$ cat config.mk
export PLATFORM = sky130hd
export DESIGN_NAME = pedsc_top
export DESIGN_NICKNAME = d
export VERILOG_FILES = /design/src/logic/pedsc_pkg.sv /design/src/logic/pedsc_classify.sv /design/src/logic/pedsc_top.sv
export VERILOG_INCLUDE_DIRS = /design/src /design/src/logic
export SDC_FILE = /design/constraint.sdc
export NUM_CORES = 1
export LEC_CHECK = 0
export BUFFER_PORTS_ARGS = -buffer_cell sky130_fd_sc_hd__buf_4
export CAP_MARGIN = 20
export CORE_ASPECT_RATIO = 0.6
export CORE_UTILIZATION = 40
export DETAILED_ROUTE_END_ITERATION = 8
export PLACE_DENSITY_LB_ADDON = 0.12
export SETUP_SLACK_MARGIN = 0.2
export SYNTH_ARGS = -nofsm -noshare
export SYNTH_HDL_FRONTEND = slang
export SYNTH_SLANG_ARGS = --single-unit
$ cat constraint.sdc
create_clock -name sys_clk_i -period 1.6 [get_ports sys_clk_i]
set_input_delay 0.16 -clock sys_clk_i [delete_from_list [all_inputs] [get_ports sys_clk_i]]
set_output_delay 0.16 -clock sys_clk_i [all_outputs]
set_load 0.01 [all_outputs]
$ cat src/logic/pedsc_regs.svh
// register offsets, field positions and masks of the port error detect block
`ifndef PEDSC_REGS_SVH
`define PEDSC_REGS_SVH

`define PEDSC_OFF_FLAGS 16'h2040
`define PEDSC_OFF_IRQ_STAT 16'h2050
`define PEDSC_OFF_IRQ_CLR 16'h2054
`define PEDSC_OFF_IRQ_EN 16'h2058
`define PEDSC_OFF_OWN_ID 16'h205c

`define PEDSC_BIT_VENDOR 31
`define PEDSC_BIT_SYM_CRC 22
`define PEDSC_BIT_SYM_ACK_SEQ 21
`define PEDSC_BIT_REFUSED_ACK 20
`define PEDSC_BIT_PKT_SEQ 19
`define PEDSC_BIT_PKT_CRC 18
`define PEDSC_BIT_OVERSIZE 17
`define PEDSC_BIT_STALE_ACK 5
`define PEDSC_BIT_PROTOCOL 4
`define PEDSC_BIT_DELINEATION 2
`define PEDSC_BIT_UNSOL_ACK 1
`define PEDSC_BIT_LINK_TIMEOUT 0

`define PEDSC_FLAGS_WMASK 32'h807e0037
`define PEDSC_FLAGS_RESET 32'h00000000
`define PEDSC_CAPT_MASK 32'h805e0012
`define PEDSC_OWN_ID_RESET 16'h0000
`define PEDSC_MAINT_FTYPE 4'h8

`endif

$ cat src/logic/pedsc_pkg.sv
// types shared by the port error detect block
package pedsc_pkg;

  typedef struct packed {
    logic symbol_crc_fault;
    logic symbol_ack_sequence_fault;
    logic refused_packet_ack;
    logic packet_sequence_fault;
    logic packet_crc_fault;
    logic oversize_packet;
    logic stale_ack_response;
    logic protocol_fault;
    logic delineation_fault;
    logic unsolicited_ack;
    logic link_timeout;
    logic user_defined_interface_timeout;
  } pedsc_link_evt_t;

  typedef struct packed {
    logic [3:0] ftype;
    logic [3:0] ttype;
    logic [15:0] dest_id;
    logic large_id;
  } pedsc_pkt_hdr_t;

  typedef struct packed {
    logic illegal_maint;
    logic illegal_dest;
    logic unsupported;
  } pedsc_class_evt_t;

  typedef enum logic [2:0] {
    SEL_NONE,
    SEL_FLAGS,
    SEL_IRQ_STAT,
    SEL_IRQ_CLR,
    SEL_IRQ_EN,
    SEL_OWN_ID
  } pedsc_sel_t;

endpackage : pedsc_pkg

$ cat src/logic/pedsc_classify.sv
// header classifier: maintenance field, destination id and transaction type checks
`timescale 1ns/10ps
`include "pedsc_regs.svh"

module pedsc_classify #(
  parameter logic [15:0] MAINT_RSV_MASK = 16'hffe0,
  parameter logic [255:0] RSV_TTYPE_MAP = 256'h0
) (
  input wire logic sys_clk_i,
  input wire logic rstn_i,
  input wire logic pkt_valid_i,
  input wire pedsc_pkg::pedsc_pkt_hdr_t pkt_hdr_i,
  input wire logic [15:0] own_id_i,
  output pedsc_pkg::pedsc_class_evt_t class_evt_o
);
  import pedsc_pkg::*;

  pedsc_class_evt_t evt_d;
  pedsc_class_evt_t evt_q;
  logic is_maint;
  logic [7:0] map_idx;

  always_comb begin
    is_maint = (pkt_hdr_i.ftype == `PEDSC_MAINT_FTYPE);
    map_idx = {pkt_hdr_i.ftype, pkt_hdr_i.ttype};
    evt_d = '0;
    if (pkt_valid_i) begin
      // maintenance ttypes are judged only by the maintenance table
      evt_d.illegal_maint = is_maint && MAINT_RSV_MASK[pkt_hdr_i.ttype];
      // small ids compare the low byte only
      if (pkt_hdr_i.large_id) begin
        evt_d.illegal_dest = (pkt_hdr_i.dest_id != own_id_i);
      end else begin
        evt_d.illegal_dest = (pkt_hdr_i.dest_id[7:0] != own_id_i[7:0]);
      end
      evt_d.unsupported = !is_maint && RSV_TTYPE_MAP[map_idx];
    end
  end

  always_ff @(posedge sys_clk_i or negedge rstn_i) begin
    if (!rstn_i) begin
      evt_q <= '0;
    end else begin
      evt_q <= evt_d;
    end
  end

  assign class_evt_o = evt_q;

endmodule : pedsc_classify

$ cat src/logic/pedsc_top.sv
// port error detect flag register with interrupt and capture strobe
`timescale 1ns/10ps
`include "pedsc_regs.svh"

// Summary of operation
// - vendor flag bit 31 for listed faults
// - reserved maintenance ttype sets vendor flag
// - unsupported destination id sets vendor flag
// - reserved transaction ttype sets vendor flag
// - ingress interface timeout sets vendor flag
// - reserved bits read as zero
// - bit 22 on control symbol crc fault
// - bit 21 on unexpected ack ackid
// - no valid capture for ack ackid fault
// - bit 20 on packet-not-accepted symbol
// - bit 19 on packet ackid sequence fault
// - bit 18 on packet crc fault
// - bit 17 on oversize packet
// - bit 4 on unexpected packet or symbol
module pedsc_top #(
  parameter int ADDR_W = 16,
  parameter logic [15:0] MAINT_RSV_MASK = 16'hffe0,
  parameter logic [255:0] RSV_TTYPE_MAP = 256'h0
) (
  input wire logic sys_clk_i,
  input wire logic rstn_i,
  input wire logic [ADDR_W-1:0] reg_addr_i,
  input wire logic [31:0] reg_wdata_i,
  input wire logic reg_wr_i,
  input wire logic reg_rd_i,
  output logic [31:0] reg_rdata_o,
  input wire pedsc_pkg::pedsc_link_evt_t link_evt_i,
  input wire logic pkt_valid_i,
  input wire pedsc_pkg::pedsc_pkt_hdr_t pkt_hdr_i,
  output logic [31:0] flags_o,
  output logic capture_valid_o,
  output logic irq_o
);
  import pedsc_pkg::*;

  pedsc_class_evt_t class_evt;
  logic [31:0] evt_vec;
  logic [31:0] flags_d;
  logic [31:0] flags_q;
  logic [31:0] irq_stat_d;
  logic [31:0] irq_stat_q;
  logic [31:0] irq_en_d;
  logic [31:0] irq_en_q;
  logic [15:0] own_id_d;
  logic [15:0] own_id_q;
  logic [31:0] rdata_d;
  logic [31:0] rdata_q;
  logic capt_d;
  logic capt_q;
  pedsc_sel_t wr_sel;
  pedsc_sel_t rd_sel;

  function automatic pedsc_sel_t decode(input logic [ADDR_W-1:0] addr);
    pedsc_sel_t sel;
    sel = SEL_NONE;
    if (addr == ADDR_W'(`PEDSC_OFF_FLAGS)) begin
      sel = SEL_FLAGS;
    end else if (addr == ADDR_W'(`PEDSC_OFF_IRQ_STAT)) begin
      sel = SEL_IRQ_STAT;
    end else if (addr == ADDR_W'(`PEDSC_OFF_IRQ_CLR)) begin
      sel = SEL_IRQ_CLR;
    end else if (addr == ADDR_W'(`PEDSC_OFF_IRQ_EN)) begin
      sel = SEL_IRQ_EN;
    end else if (addr == ADDR_W'(`PEDSC_OFF_OWN_ID)) begin
      sel = SEL_OWN_ID;
    end
    return sel;
  endfunction : decode

  // one flag layout shared by detect flags and interrupt status
  function automatic logic [31:0] evt_to_vec(input pedsc_link_evt_t le,
                                             input pedsc_class_evt_t ce);
    logic [31:0] v;
    v = 32'h0;
    v[`PEDSC_BIT_VENDOR] = ce.illegal_maint | ce.illegal_dest | ce.unsupported
                           | le.user_defined_interface_timeout;
    v[`PEDSC_BIT_SYM_CRC] = le.symbol_crc_fault;
    v[`PEDSC_BIT_SYM_ACK_SEQ] = le.symbol_ack_sequence_fault;
    v[`PEDSC_BIT_REFUSED_ACK] = le.refused_packet_ack;
    v[`PEDSC_BIT_PKT_SEQ] = le.packet_sequence_fault;
    v[`PEDSC_BIT_PKT_CRC] = le.packet_crc_fault;
    v[`PEDSC_BIT_OVERSIZE] = le.oversize_packet;
    v[`PEDSC_BIT_STALE_ACK] = le.stale_ack_response;
    v[`PEDSC_BIT_PROTOCOL] = le.protocol_fault;
    v[`PEDSC_BIT_DELINEATION] = le.delineation_fault;
    v[`PEDSC_BIT_UNSOL_ACK] = le.unsolicited_ack;
    v[`PEDSC_BIT_LINK_TIMEOUT] = le.link_timeout;
    return v;
  endfunction : evt_to_vec

  pedsc_classify #(
    .MAINT_RSV_MASK(MAINT_RSV_MASK),
    .RSV_TTYPE_MAP(RSV_TTYPE_MAP)
  ) u_classify (
    .sys_clk_i(sys_clk_i),
    .rstn_i(rstn_i),
    .pkt_valid_i(pkt_valid_i),
    .pkt_hdr_i(pkt_hdr_i),
    .own_id_i(own_id_q),
    .class_evt_o(class_evt)
  );

  always_comb begin
    evt_vec = evt_to_vec(link_evt_i, class_evt);
    wr_sel = reg_wr_i ? decode(reg_addr_i) : SEL_NONE;
    rd_sel = reg_rd_i ? decode(reg_addr_i) : SEL_NONE;
  end

  // register state; hardware events are ORed in last so a set beats a clear
  always_comb begin
    flags_d = flags_q;
    irq_stat_d = irq_stat_q;
    irq_en_d = irq_en_q;
    own_id_d = own_id_q;
    if (wr_sel == SEL_FLAGS) begin
      flags_d = reg_wdata_i & `PEDSC_FLAGS_WMASK;
    end
    if (wr_sel == SEL_IRQ_CLR) begin
      irq_stat_d = irq_stat_q & ~reg_wdata_i;
    end
    if (wr_sel == SEL_IRQ_EN) begin
      irq_en_d = reg_wdata_i & `PEDSC_FLAGS_WMASK;
    end
    if (wr_sel == SEL_OWN_ID) begin
      own_id_d = reg_wdata_i[15:0];
    end
    flags_d = flags_d | evt_vec;
    irq_stat_d = irq_stat_d | evt_vec;
  end

  // capture strobe is withheld for faults whose capture data are not valid
  always_comb begin
    capt_d = |(evt_vec & `PEDSC_CAPT_MASK);
  end

  always_comb begin
    rdata_d = 32'h0;
    if (rd_sel == SEL_FLAGS) begin
      rdata_d = flags_q & `PEDSC_FLAGS_WMASK;
    end else if (rd_sel == SEL_IRQ_STAT) begin
      rdata_d = irq_stat_q;
    end else if (rd_sel == SEL_IRQ_EN) begin
      rdata_d = irq_en_q;
    end else if (rd_sel == SEL_OWN_ID) begin
      rdata_d = {16'h0, own_id_q};
    end
  end

  always_ff @(posedge sys_clk_i or negedge rstn_i) begin
    if (!rstn_i) begin
      flags_q <= `PEDSC_FLAGS_RESET;
      irq_stat_q <= 32'h0;
      irq_en_q <= 32'h0;
      own_id_q <= `PEDSC_OWN_ID_RESET;
      rdata_q <= 32'h0;
      capt_q <= 1'b0;
    end else begin
      flags_q <= flags_d;
      irq_stat_q <= irq_stat_d;
      irq_en_q <= irq_en_d;
      own_id_q <= own_id_d;
      rdata_q <= rdata_d;
      capt_q <= capt_d;
    end
  end

  assign reg_rdata_o = rdata_q;
  assign flags_o = flags_q;
  assign capture_valid_o = capt_q;
  assign irq_o = |(irq_stat_q & irq_en_q);
endmodule : pedsc_top

==> results.cfg <==
[power_and_ir_drop]
cellLeakagePower_nw = 3.57
irDropWorstVdd_mv = 0.462
seqPwrFrac_pct = 50.4
pwr-share-comb_pct = 10.1
p_switching_mw = 1.28
powerDensity_nw_per_um2 = 706
p_int_mw = 4.09
clockPowerShare_pct = 39.5
power_mw = 5.37
swShare_pct = 23.8

[hold_path]
hold_class = primary input to flip-flop

[floorplan]
ioPinCount = 156
row_count = 30
coreArea_sq_um = 11500
die_h_um = 86.9
die-area_sq_um = 12500
initial_core_util_pct = 41.8
die_width_um = 143

[synth]
ys_top_cells_by_area = dfrtp_1, mux2_2, buf_4
syn_area_sq_um = 4800
synth-warning-count = 0
synth_edf_count = 0
synth_top_area_cell = dfrtp_1
ys.flop_type = dfrtp_1
synth_top_area_share_pct = 55.8
ys_types = 43
synthArstFlopShare_pct = 100
syn_area_per_cell_sq_um = 12.1
syn-instance-count = 397
yosysSeqAreaShare_pct = 55.8
ys_ff_latch = 107

[sta]
fin_crit_sh_pct = 109
max_clock_freq_mhz = 571
finalMaxSlewViolations = 0
rsz0062_at_grt = true
timing.final.ws_setup_ns = -0.150
tightest_slew_ns = 0.534
hold_viol = 0
hold_slack_ns = 0.0117
setup_viol = 94
fin_crit_ns = 1.75
finClkSkew_ns = 0.00582
timing.slew.headroom_pct = 64.3

[global_routing]
grt_max_degree = 50
grt_pass1_wl_um = 20900
grt_overflow = 0
antenna_found_initial = 0
grt_use_total_pct = 22.7
grt_pass1_vias = 3816

[cts]
cts-buffers-inserted = 9
root_buffer = clkbuf_16
tritoncts = yes
cts_buffer_depth = 2
cts_sinks = 107
cts.clk_slew.worst_paths_ns = 0.07
clock_latency_ns = 0.35
h-tree-depth = 3

[route]
viasPerCell = 5.25
vias = 4015
drt_iter0_drc = 290
ant_nets = 0
drc_errors = 0
wl_um = 14800
wl_per_cell_um = 19.3
dr.pass1.iters = 4

[finish]
antenna_cells = 0
area_growth_pct = 58.3
final_common_cell = buf_4
drive_gt1_share_pct = 49.4
final_nets = 690
nFillCells = 908
layout_common_cells = buf_4, dfrtp_1, buf_6

[setup_path]
path_cells = buf_6 > or4bb_4 > nor4_4 > and4b_1 > buf_12 > mux2_2
cp.buffers_inverters = 2
critPathKind = primary input to flip-flop
cp-start-kind = primary input
cp.arrival_ns = 1.98
crit_path_top_delay_cell = or4bb_4
critical-path-top-delay-family = simple AND/OR/NAND/NOR gates
slowest_delay_ns = 0.54
end_kind = flip-flop
crit_required_ns = 1.83
critical_path.max_fanout = 12

[run_status]
violations = negative setup slack
outcome = complete, but fails checks

[placement]
io_buffers = 135
gp_congestion = 0.782
post-dp-hpwl_um = 9360
dp_slack_ns = -0.496

[job]
cap_violations = 0
## cell families after synthesis
| logic type | share of synthesized area, % |
|---|---|
| xor+xnor | 2.92 |
| other cells | 0.0781 |
| flops | 55.8 |
| buf+inv | 6.07 |
| simple gates | 12.4 |
| mux | 9.07 |
| compound gates | 13.7 |
## state kept, by name, indices dropped and copies added, names as in the netlist
register and count:
irq_stat_q 32, reg_rdata_o 32, own_id_q 16, flags_o 12, irq_en_q 12, u_classify.class_evt_o 2
capture_valid_o 1
## per-layer routing
layer  track usage, %  up-vias  wire (um)
met5                0        -          0
met4             5.13        0        125
met3             4.51       15       1220
met2             33.8      199       6440
met1             34.2     1980       6970
li1                 -     1821          -
## layout make-up
class                      instances  area [sq um]  area share (%)
sequential                       107          2680            35.2
multi-input combinational        258          2390            31.5
timing repair buffer             211          1990            26.2
clock buffer                      10           239            3.14
tap                              160           200            2.63
clock inverter                     6          48.8           0.642
inverter                          13          48.8           0.642
## through the flow
stage | cell area [sq um] | utilization, % | TNS (ns) | std cells
final | 7600 | 66.2 | -8.54 | 765
after global routing | 7600 | 66.2 | -11.25 | 765
after CTS | 7110 | 61.9 | -1.87 | 748
after detailed placement | 6210 | 54.1 | -41.14 | 704
after global placement | 6210 | 54.1 | -42.63 | 704
after floorplan | 4930 | - | -21.73 | 416
## worst paths after layout
kind	startpoint	endpoint	slack (ns)	cells after the start
setup / recovery	reg_addr_i[7]	irq_en_q[2]$_DFFE_PN0N_	-0.15	6
hold reg to reg	irq_stat_q[27]$_DFFE_PN0N_	reg_rdata_o[27]$_DFF_PN0_	0.48	1
max in group asynchronous	rstn_i	own_id_q[6]$_DFFE_PN0N_	0.70	3
setup reg to reg	own_id_q[8]$_DFFE_PN0N_	u_classify.class_evt_o[1]$_DFF_PN0_	0.30	4
hold / removal	reg_wdata_i[15]	irq_stat_q[15]$_DFFE_PN0N_	0.01	2
min in group asynchronous	rstn_i	reg_rdata_o[27]$_DFF_PN0_	0.30	2
## worst reg2reg max path: cells and delay by family, from the launching register on
kind             cells  cell delay (ns)
AO/OA/AOI/OAI        2             0.37
XOR/XNOR             1             0.22
flip-flops           1             0.42
AND/OR/NAND/NOR      1             0.15
## repair_timing
action / CTS / global route
buffers inserted: 10 / 4
hold endpoints to repair: 39 / 7
gates cloned: 4 / 6
hold buffers: 14 / 7
pin swaps: 32 / 27
setup endpoints to repair: 105 / 106
resized for setup: 82 / 45
## synth_stat cells, types with 2 or more instances
master and n:
a31o_2 11, nor2_1 11, buf_2 2, or4b_4 2
nor3_1 4, a31oi_1 13, mux2_2 28, clkbuf_1 13
xnor2_1 8, xor2_1 8, and2_1 9, a221oi_1 3
and3_1 5, or4bb_1 2, inv_1 13, nor2b_1 2
nand2_1 7, nor4_1 5, a21o_1 11, nand4b_1 11
buf_4 23, nor4_4 2, nand3_1 16, o22ai_1 5
a22o_1 3, o2bb2ai_1 7, mux2i_1 12, dfrtp_1 107
nand4_1 2, o21ai_0 2, a21boi_0 21, and4b_1 2
a21oi_1 17
## power by group through the flow
stage / clock network [mW] / registers [mW] / logic, mW
after floorplan: 0 / 2.76 / 0.165
after global routing: 2.28 / 2.70 / 0.586
after global placement: 0 / 2.76 / 0.456
after CTS: 2.16 / 2.71 / 0.515
after detailed placement: 0 / 2.76 / 0.461
final: 2.12 / 2.71 / 0.544
(Power assumes the default switching activity.)
